### src/adc_hpf_route_pkg.sv
// Shared constants, register map and carrier types for the ADC high-pass and routing block.
package adc_hpf_route_pkg;

  // Sample format of each ADC channel.
  localparam int SAMPLE_W = 24;
  typedef logic signed [SAMPLE_W-1:0] sample_t;
  localparam sample_t SAMPLE_MAX = 24'h7FFFFF;
  localparam sample_t SAMPLE_MIN = 24'h800000;

  // One stereo sample pair travels as a single word.
  typedef struct packed {
    sample_t left;
    sample_t right;
  } stereo_t;

  // Wishbone geometry; registers sit at byte address = index * 4.
  localparam int WB_ADR_W  = 8;
  localparam int WB_DAT_W  = 32;
  localparam int WB_SEL_W  = 4;
  localparam int IDX_W     = 6;
  localparam int IDX_LSB   = 2;
  localparam logic [IDX_W-1:0] SLOT_SRC_IDX = 6'h04;
  localparam logic [IDX_W-1:0] FILT_POL_IDX = 6'h0E;
  localparam logic [IDX_W-1:0] STATUS_IDX   = 6'h10;

  // Slot source control fields.
  localparam int LEFT_SRC_BIT  = 15;
  localparam int RIGHT_SRC_BIT = 14;
  localparam logic [15:0] SLOT_SRC_RST  = 16'h4000;
  localparam logic [15:0] SLOT_SRC_MASK = 16'hC000;

  // Filter and polarity control fields.
  localparam int HPF_EN_BIT = 8;
  localparam int CUT_MSB    = 6;
  localparam int CUT_LSB    = 5;
  localparam int INV_L_BIT  = 1;
  localparam int INV_R_BIT  = 0;
  localparam logic [15:0] FILT_POL_RST  = 16'h0100;
  localparam logic [15:0] FILT_POL_MASK = 16'h0163;

  // Status fields.
  localparam int SAT_BIT       = 0;
  localparam int OUT_VALID_BIT = 1;
  localparam int STG_BIT       = 2;
  localparam int IN_READY_BIT  = 3;
  localparam int LEVEL_LSB     = 8;

  // Cut-off codes.
  typedef enum logic [1:0] {CUT_HIFI, CUT_VOICE1, CUT_VOICE2, CUT_VOICE3} cutoff_t;

  // Pole coefficients as unsigned fractions of 2^COEF_FRAC, fixed per code so fc tracks fs.
  localparam int COEF_FRAC = 16;
  localparam logic [15:0] COEF_HIFI   = 16'hFFDD;
  localparam logic [15:0] COEF_VOICE1 = 16'hF33C;
  localparam logic [15:0] COEF_VOICE2 = 16'hE5DD;
  localparam logic [15:0] COEF_VOICE3 = 16'hCA51;

  // Output buffer size.
  localparam int FIFO_DEPTH = 8;
  localparam int LEVEL_W    = 4;

endpackage

### src/sample_fifo.sv
// Shift-register FIFO whose head word and flags are registers.
`timescale 1ns/1ps
`default_nettype none
module sample_fifo #(
  parameter int WIDTH = 48,
  parameter int DEPTH = 8,
  parameter int CNT_W = 4
) (
  // Clock and reset.
  input  wire logic             core_clk_i,
  input  wire logic             srst_i,
  // Filling side.
  input  wire logic             in_valid_i,
  input  wire logic [WIDTH-1:0] in_data_i,
  output logic                  in_ready_o,
  // Draining side.
  output logic                  out_valid_o,
  output logic [WIDTH-1:0]      out_data_o,
  input  wire logic             out_ready_i,
  // Fill level.
  output logic [CNT_W-1:0]      level_o
);

  typedef struct packed {
    logic [DEPTH-1:0][WIDTH-1:0] mem;
    logic [CNT_W-1:0]            count;
    logic                        full;
    logic                        empty;
  } fifo_state_t;

  fifo_state_t state_reg;
  fifo_state_t state_next;

  // The head always sits in entry zero, so the output is a register rather than a read mux.
  always_comb
  begin
    logic [CNT_W-1:0] cnt;
    cnt = state_reg.count;
    state_next = state_reg;
    if (out_ready_i && !state_reg.empty)
    begin
      for (int i = 0; i < DEPTH - 1; i++)
      begin
        state_next.mem[i] = state_reg.mem[i+1];
      end
      cnt = cnt - 1'b1;
    end
    if (in_valid_i && !state_reg.full)
    begin
      state_next.mem[cnt] = in_data_i;
      cnt = cnt + 1'b1;
    end
    state_next.count = cnt;
    state_next.full  = (cnt == CNT_W'(DEPTH));
    state_next.empty = (cnt == '0);
  end

  // State register.
  always_ff @(posedge core_clk_i)
  begin
    if (srst_i)
    begin
      state_reg       <= '0;
      state_reg.empty <= 1'b1;
    end
    else
    begin
      state_reg <= state_next;
    end
  end

  assign in_ready_o  = !state_reg.full;
  assign out_valid_o = !state_reg.empty;
  assign out_data_o  = state_reg.mem[0];
  assign level_o     = state_reg.count;

endmodule
`default_nettype wire

### src/adc_hpf_route.sv
// ADC high-pass filter, polarity invert and slot routing with a Wishbone register slave.
//
// Our own choice: the Wishbone slave port.
`timescale 1ns/1ps
`default_nettype none
// What this block does
// [RL1] Bit 8 of the filter register turns the high-pass filter on for both channels; off passes samples through.
// [RL2] The filter enable comes out of reset set, so DC removal works with no write.
// [RL3] Bits 6 to 5 pick the cut-off and reset to 00, the hi-fi setting.
// [RL4] The hi-fi setting puts the corner near 3.7 Hz when sampling at 44.1 kHz.
// [RL5] Codes 01, 10 and 11 give about 127 Hz at 16 kHz, 130 Hz at 8 kHz and 267 Hz at 8 kHz.
// [RL6] Each corner is a fixed fraction of the sample rate, so it scales with the rate.
// [RL7] Software should choose a code that keeps a voice corner under 300 Hz at its rate.
// [RL8] Bit 15 of the slot register picks left (0) or right (1) ADC for the left slot, reset 0.
// [RL9] Bit 14 of the slot register picks left (0) or right (1) ADC for the right slot, reset 1.
// [RL10] Bit 1 of the filter register negates the left ADC output, reset 0.
// [RL11] Bit 0 of the filter register negates the right ADC output, reset 0.
// [RL12] Negation is two's complement and the most negative code becomes the largest positive one.
// [RL13] Each channel is filtered, then inverted, then routed, so both slots may carry one ADC.
module adc_hpf_route
  import adc_hpf_route_pkg::*;
(
  // Clock and reset.
  input  wire logic                core_clk_i,
  input  wire logic                srst_i,
  // Wishbone classic slave.
  input  wire logic                wb_cyc_i,
  input  wire logic                wb_stb_i,
  input  wire logic                wb_we_i,
  input  wire logic [WB_ADR_W-1:0] wb_adr_i,
  input  wire logic [WB_SEL_W-1:0] wb_sel_i,
  input  wire logic [WB_DAT_W-1:0] wb_dat_i,
  output logic      [WB_DAT_W-1:0] wb_dat_o,
  output logic                     wb_ack_o,
  // ADC sample stream in.
  input  wire logic                adc_valid_i,
  input  wire stereo_t             adc_data_i,
  output logic                     adc_ready_o,
  // Audio interface slot stream out.
  output logic                     slot_valid_o,
  output stereo_t                  slot_data_o,
  input  wire logic                slot_ready_i
);

  typedef struct packed {
    logic [15:0]         slot_ctl;
    logic [15:0]         filt_ctl;
    logic                ack;
    logic [WB_DAT_W-1:0] rdata;
    logic                sat_seen;
    logic                in_ready;
    logic                stg_valid;
    stereo_t             stg;
    stereo_t             x_prev;
    stereo_t             y_prev;
  } core_state_t;

  core_state_t state_reg;
  core_state_t state_next;

  logic               fifo_in_ready;
  logic               fifo_out_valid;
  logic [LEVEL_W-1:0] fifo_level;
  logic               push;
  stereo_t            push_data;
  stereo_t            filt_out;
  stereo_t            proc_out;
  logic               sat_l;
  logic               sat_r;

  // Clip a widened result back to the sample range.
  function automatic sample_t clip(input logic signed [26:0] v);
    if (v > 27'(SAMPLE_MAX))
    begin
      return SAMPLE_MAX;
    end
    else if (v < 27'(SAMPLE_MIN))
    begin
      return SAMPLE_MIN;
    end
    return v[SAMPLE_W-1:0];
  endfunction

  // One step of y = a * (y' + x - x'), a first-order DC blocker.
  function automatic sample_t hpf_step(
    input sample_t     x,
    input sample_t     xp,
    input sample_t     yp,
    input logic [15:0] coef
  );
    logic signed [25:0] acc;
    logic signed [42:0] prod;
    acc  = 26'(yp) + 26'(x) - 26'(xp);
    prod = acc * $signed({1'b0, coef});
    return clip(27'(prod >>> COEF_FRAC));
  endfunction

  // Saturating two's-complement negation; the lone code with no positive twin clips.
  function automatic sample_t neg_sat(input sample_t x);
    if (x == SAMPLE_MIN)
    begin
      return SAMPLE_MAX; // RL12
    end
    return -x; // RL12
  endfunction

  // Pole fraction for the selected code; fixed per code, so the corner tracks fs.
  function automatic logic [15:0] coef_of(input logic [1:0] code);
    case (cutoff_t'(code))
      CUT_HIFI:   return COEF_HIFI;   // RL4 RL6
      CUT_VOICE1: return COEF_VOICE1; // RL5 RL6
      CUT_VOICE2: return COEF_VOICE2; // RL5 RL6
      CUT_VOICE3: return COEF_VOICE3; // RL5 RL6
      default:    return COEF_HIFI;
    endcase
  endfunction

  // Datapath: filter, then invert, then route.
  always_comb
  begin
    logic [15:0] coef;
    coef = coef_of(state_reg.filt_ctl[CUT_MSB:CUT_LSB]); // RL3
    if (state_reg.filt_ctl[HPF_EN_BIT]) // RL1
    begin
      filt_out.left  = hpf_step(state_reg.stg.left, state_reg.x_prev.left,
                                state_reg.y_prev.left, coef);
      filt_out.right = hpf_step(state_reg.stg.right, state_reg.x_prev.right,
                                state_reg.y_prev.right, coef);
    end
    else
    begin
      filt_out = state_reg.stg; // RL1
    end
    sat_l = state_reg.filt_ctl[INV_L_BIT] && (filt_out.left == SAMPLE_MIN);
    sat_r = state_reg.filt_ctl[INV_R_BIT] && (filt_out.right == SAMPLE_MIN);
    proc_out.left  = state_reg.filt_ctl[INV_L_BIT] ? neg_sat(filt_out.left)
                                                   : filt_out.left;  // RL10 RL13
    proc_out.right = state_reg.filt_ctl[INV_R_BIT] ? neg_sat(filt_out.right)
                                                   : filt_out.right; // RL11 RL13
    push_data.left  = state_reg.slot_ctl[LEFT_SRC_BIT] ? proc_out.right
                                                       : proc_out.left;  // RL8 RL13
    push_data.right = state_reg.slot_ctl[RIGHT_SRC_BIT] ? proc_out.right
                                                        : proc_out.left; // RL9 RL13
    push = state_reg.stg_valid && fifo_in_ready;
  end

  // Next state: bus slave, control registers and the one-sample holding stage.
  always_comb
  begin
    logic                req;
    logic [IDX_W-1:0]    idx;
    logic [WB_DAT_W-1:0] rd;
    req = wb_cyc_i && wb_stb_i;
    idx = wb_adr_i[IDX_LSB +: IDX_W];
    rd  = '0;
    state_next = state_reg;

    // Acknowledge one cycle after the request; ack is dropped the cycle after it was given.
    state_next.ack = req && !state_reg.ack;
    case (idx)
      SLOT_SRC_IDX: rd = WB_DAT_W'(state_reg.slot_ctl);
      FILT_POL_IDX: rd = WB_DAT_W'(state_reg.filt_ctl);
      STATUS_IDX:
      begin
        rd[SAT_BIT]                       = state_reg.sat_seen;
        rd[OUT_VALID_BIT]                 = fifo_out_valid;
        rd[STG_BIT]                       = state_reg.stg_valid;
        rd[IN_READY_BIT]                  = state_reg.in_ready;
        rd[LEVEL_LSB +: LEVEL_W]          = fifo_level;
      end
      default:      rd = '0;
    endcase
    if (state_next.ack)
    begin
      state_next.rdata = rd;
    end

    // Writes land on the edge where the master sees ack, honouring byte selects.
    if (req && wb_we_i && state_reg.ack)
    begin
      case (idx)
        SLOT_SRC_IDX:
        begin
          if (wb_sel_i[0])
          begin
            state_next.slot_ctl[7:0] = wb_dat_i[7:0] & SLOT_SRC_MASK[7:0];
          end
          if (wb_sel_i[1])
          begin
            state_next.slot_ctl[15:8] = wb_dat_i[15:8] & SLOT_SRC_MASK[15:8]; // RL8 RL9
          end
        end
        FILT_POL_IDX:
        begin
          if (wb_sel_i[0])
          begin
            state_next.filt_ctl[7:0] = wb_dat_i[7:0] & FILT_POL_MASK[7:0]; // RL3 RL10 RL11
          end
          if (wb_sel_i[1])
          begin
            state_next.filt_ctl[15:8] = wb_dat_i[15:8] & FILT_POL_MASK[15:8]; // RL1
          end
        end
        STATUS_IDX:
        begin
          if (wb_sel_i[0] && wb_dat_i[SAT_BIT])
          begin
            state_next.sat_seen = 1'b0;
          end
        end
        default:
        begin
        end
      endcase
    end

    // A clipping event in the same cycle as the clear keeps the flag set.
    if (push && (sat_l || sat_r))
    begin
      state_next.sat_seen = 1'b1;
    end

    // Filter history advances only when a sample really leaves the stage.
    if (push)
    begin
      state_next.stg_valid = 1'b0;
      state_next.x_prev    = state_reg.stg;
      state_next.y_prev    = state_reg.filt_ctl[HPF_EN_BIT] ? filt_out : '0;
    end
    if (state_reg.in_ready && adc_valid_i)
    begin
      state_next.stg       = adc_data_i;
      state_next.stg_valid = 1'b1;
    end
    // Ready is a register, so a stage refill costs one cycle; ample at audio rates.
    state_next.in_ready = !state_next.stg_valid;
  end

  // State register; the reset values give filter on, hi-fi, no invert, straight routing.
  always_ff @(posedge core_clk_i)
  begin
    if (srst_i)
    begin
      state_reg          <= '0;
      state_reg.slot_ctl <= SLOT_SRC_RST; // RL8 RL9
      state_reg.filt_ctl <= FILT_POL_RST; // RL2 RL3 RL10 RL11
    end
    else
    begin
      state_reg <= state_next;
    end
  end

  // The output buffer stalls the stage when the interface stops draining.
  sample_fifo #(
    .WIDTH ($bits(stereo_t)),
    .DEPTH (FIFO_DEPTH),
    .CNT_W (LEVEL_W)
  ) u_out_fifo (
    .core_clk_i  (core_clk_i),
    .srst_i      (srst_i),
    .in_valid_i  (push),
    .in_data_i   (push_data),
    .in_ready_o  (fifo_in_ready),
    .out_valid_o (fifo_out_valid),
    .out_data_o  (slot_data_o),
    .out_ready_i (slot_ready_i),
    .level_o     (fifo_level)
  );

  assign wb_dat_o     = state_reg.rdata;
  assign wb_ack_o     = state_reg.ack;
  assign adc_ready_o  = state_reg.in_ready;
  assign slot_valid_o = fifo_out_valid;
endmodule
`default_nettype wire

### config.mk
export PLATFORM = sky130hd
export DESIGN_NAME = adc_hpf_route
export DESIGN_NICKNAME = d
export VERILOG_FILES = /design/src/adc_hpf_route_pkg.sv /design/src/sample_fifo.sv /design/src/adc_hpf_route.sv
export SDC_FILE = /design/constraint.sdc
export NUM_CORES = 2
export LEC_CHECK = 0
export ABC_AREA = 1
export BUFFER_PORTS_ARGS = -buffer_cell sky130_fd_sc_hd__buf_2
export CORE_ASPECT_RATIO = 1.4
export CORE_MARGIN = 2
export CORE_UTILIZATION = 35
export DETAILED_ROUTE_END_ITERATION = 7
export HOLD_SLACK_MARGIN = 0.08
export PLACE_DENSITY = 0.57
export SKIP_CTS_REPAIR_TIMING = 1
export SYNTH_ARGS = -nofsm -noshare
export SYNTH_HDL_FRONTEND = slang
export SYNTH_SLANG_ARGS = --single-unit
### constraint.sdc
create_clock -name core_clk_i -period 11.37 [get_ports core_clk_i]
set_clock_uncertainty 0.1 [all_clocks]
set_input_delay 0.5685 -clock core_clk_i [delete_from_list [all_inputs] [get_ports core_clk_i]]
set_output_delay 0.5685 -clock core_clk_i [all_outputs]
set_load 0.03 [all_outputs]
==> insert_results.sql <==
INSERT INTO impl_metrics (metric_group, metric, value, unit) VALUES
('drt', 'detail_route.wirelength', '188', 'mm'),
('clocking', 'cts_root_buf', 'sky130_fd_sc_hd__clkbuf_16', ''),
('clocking', 'insertion_delay', '0.66', 'ns'),
('sta', 'worst_slew_pin_slew', '1.27', 'ns'),
('clocking', 'clockBufferDepth', '3', ''),
('yosys', 'post_synth_simple_gate_area', '18.2', '%'),
('drt', 'drt_first_pass_iters', '6', ''),
('worst_setup_path', 'timing.critical_path.mode_cell', 'sky130_fd_sc_hd__buf_4', ''),
('yosys', 'synth.yosys.warnings', '0', ''),
('yosys', 'synth_xor_area_share', '1.39', '%'),
('die', 'die_h', '494', 'um'),
('global_route', 'grt_use_total', '21.2', '%'),
('sta', 'final-setup-viol-count', '0', ''),
('clocking', 'tritoncts', 'yes', ''),
('layout', 'post_layout_nonfiller_instances', '10700', ''),
('worst_setup_path', 'regToRegEndpoint', 'u_out_fifo.state_reg[104]', ''),
('outcome', 'outcome', 'finished, final reports clean', ''),
('worst_setup_path', 'critPathTopFamily', 'adder cells', ''),
('die', 'boundary_pin_count', '182', ''),
('worst_setup_path', 'r2r_start', 'state_reg[97]', ''),
('drt', 'vias', '51900', ''),
('worst_setup_path', 'worst-path-buf-inv', '13', ''),
('hold_path', 'holdPathEnd', 'wb_ack_o', ''),
('worst_setup_path', 'worstPathRequired', '11.78', 'ns'),
('hold_path', 'hold_path.class', 'input port to register', ''),
('layout', 'largest_reg_flops', '338', ''),
('layout', 'drive_gt1_share', '14.5', '%'),
('worst_setup_path', 'setup.worst_path.start_class', 'register', ''),
('yosys', 'synth_edf_count', '0', ''),
('yosys', 'proportion_of_synthesized_chip_area_in_sequential_cells', '18.6', '%'),
('drt', 'drt_iter0_drc', '3698', ''),
('clocking', 'cts-buffers-inserted', '57', ''),
('layout', 'num_antenna_cells', '0', ''),
('drt', 'viasPerCell', '4.84', ''),
('worst_setup_path', 'worst-r2r-setup-slack', '0.51', 'ns'),
('hold_path', 'hold-path-cell-count', '3', ''),
('yosys', 'synth_top_family_by_area', 'adder cells', ''),
('worst_setup_path', 'cp_slowest_cell', 'sky130_fd_sc_hd__fa_1', ''),
('die', 'floorplan.die_area', '0.175', 'mm2'),
('worst_setup_path', 'critPathArrivalTime', '11.27', 'ns'),
('worst_setup_path', 'worst-r2r-cell-count', '58', ''),
('global_route', 'grt_antenna_before_repair', '11', ''),
('place', 'placedCellCount', '10600', ''),
('worst_setup_path', 'critical_path_peak_fanout', '9', ''),
('die', 'coreArea', '0.170', 'mm2'),
('worst_setup_path', 'startpoint', 'state_reg[97]', ''),
('clocking', 'htreeDepth', '2', ''),
('drt', 'wire_per_inst', '17.5', 'um'),
('clocking', 'numClockSinks', '557', ''),
('worst_setup_path', 'max_stage_delay', '0.59', 'ns'),
('layout', 'finish.net_count', '9621', ''),
('yosys', 'synth.area.mux_share', '0.0459', '%'),
('sta', 'finalCritPeriodShare', '95.5', '%'),
('sta', 'finalCriticalPeriod', '10.86', 'ns'),
('hold_path', 'holdCritStartpoint', 'wb_stb_i', ''),
('place', 'portBuffers', '132', ''),
('yosys', 'synth_compound_gate_area_share', '13.5', '%'),
('sta', 'achievable-frequency', '92.1', 'MHz'),
('clocking', 'cts.clk_slew.worst_paths', '0.06', 'ns'),
('sta', 'hold_violations', '0', ''),
('worst_setup_path', 'critPathKind', 'register to register', ''),
('flow_run', 'maxCapViolations', '0', ''),
('sta', 'maxSlewViolCount', '0', ''),
('yosys', 'async_flop_share', '0', '%'),
('global_route', 'via_count_of_the_first_global_routing_pass', '51500', ''),
('global_route', 'pin_count_of_the_biggest_net_entering_global_routing', '154', ''),
('drt', 'drcViolationCount', '0', ''),
('yosys', 'syn_avg_cell_area', '7.41', 'um2'),
('die', 'placement_rows', '179', ''),
('drt', 'ant_nets', '0', ''),
('yosys', 'synth_area', '0.0600', 'mm2');
tightest hold or removal path, cell delays in order:
cell and delay [ns]:
sky130_fd_sc_hd__buf_2 0.10, sky130_fd_sc_hd__nand2_1 0.09, sky130_fd_sc_hd__nor3_1 0.05
routing by layer:
layer	wire length (um)	part of all wire, %	GRT usage, %
met1	75800	40	26.2
met2	92800	49	37.5
met3	10600	5.6	2.47
met4	8570	4.6	8.32
met5	13	0.0069	0
how the worst max path moves through the flow:
stage | endpoint | slack [ns]
after floorplan | u_out_fifo.out_data_o[38] | 1.04
final | u_out_fifo.state_reg[104] | 0.51
after global placement | u_out_fifo.out_data_o[38] | -0.21
after CTS | u_out_fifo.out_data_o[38] | -0.38
after global routing | u_out_fifo.out_data_o[16] | -0.11
after detailed placement | u_out_fifo.state_reg[208] | -0.35
stage by stage:
step           util [%]  cell area [um2]  hold WS (ns)  setup WS, ns
3_5_place_dp       38.5            65400         0.355        -0.353
4_1_cts            39.6            67300      -0.00541        -0.381
3_3_place_gp       38.5            65400         0.351        -0.215
6_report           40.3            68500         0.106         0.508
5_1_grt            40.3            68500        0.0986        -0.110
2_1_floorplan         -            60100         0.339          1.04
synthesized netlist by cell type (65+ instances only):
cell type	n	area share [%]
sky130_fd_sc_hd__inv_1	1899	12
sky130_fd_sc_hd__o21ai_0	612	5.1
sky130_fd_sc_hd__a21oi_1	679	5.7
sky130_fd_sc_hd__nand3_1	337	2.8
sky130_fd_sc_hd__buf_4	97	1.2
sky130_fd_sc_hd__fa_1	787	26
sky130_fd_sc_hd__a21oi_2	65	0.95
sky130_fd_sc_hd__nand2_1	1423	8.9
sky130_fd_sc_hd__ha_1	314	6.5
sky130_fd_sc_hd__clkbuf_1	232	1.5
sky130_fd_sc_hd__dfxtp_1	557	19
sky130_fd_sc_hd__xor2_1	65	0.95
sky130_fd_sc_hd__nand2_2	74	0.77
sky130_fd_sc_hd__nor2_1	524	3.3
final cells by class:
| cell class | count | area, um2 |
|---|---|---|
| fillers | 17500 | 101000 |
| multi-input cells | 5233 | 40700 |
| flip-flops and latches | 557 | 11200 |
| inverters | 1933 | 7290 |
| repair buffers | 639 | 4680 |
| well taps | 2262 | 2830 |
| clock buffers | 88 | 1680 |
| clock inverters | 13 | 193 |
cells in the final DEF (no fill, tap or decap), types with 99 or more instances in the layout:
cell type,count
sky130_fd_sc_hd__nand2_1,1384
sky130_fd_sc_hd__a21oi_1,664
sky130_fd_sc_hd__fa_1,776
sky130_fd_sc_hd__o21ai_0,604
sky130_fd_sc_hd__buf_2,131
sky130_fd_sc_hd__nand3_1,321
sky130_fd_sc_hd__inv_1,1890
sky130_fd_sc_hd__nand2_2,99
sky130_fd_sc_hd__dfxtp_1,557
sky130_fd_sc_hd__ha_1,287
sky130_fd_sc_hd__nor2_1,474
sky130_fd_sc_hd__buf_4,486
logic make-up after synthesis:
| kind of cell | count (synthesis) |
|---|---|
| buffers and inverters | 2330 |
| XOR/XNOR | 95 |
| multiplexers | 2 |
| other | 1 |
| adder cells (fa/ha/maj) | 1101 |
| flip-flops | 557 |
| AO/OA/AOI/OAI | 1491 |
| AND/OR/NAND/NOR | 2523 |
Power is left out: the tool's default activity adds up to more than one toggle a clock period on the data nets, which glitch-free logic cannot reach.
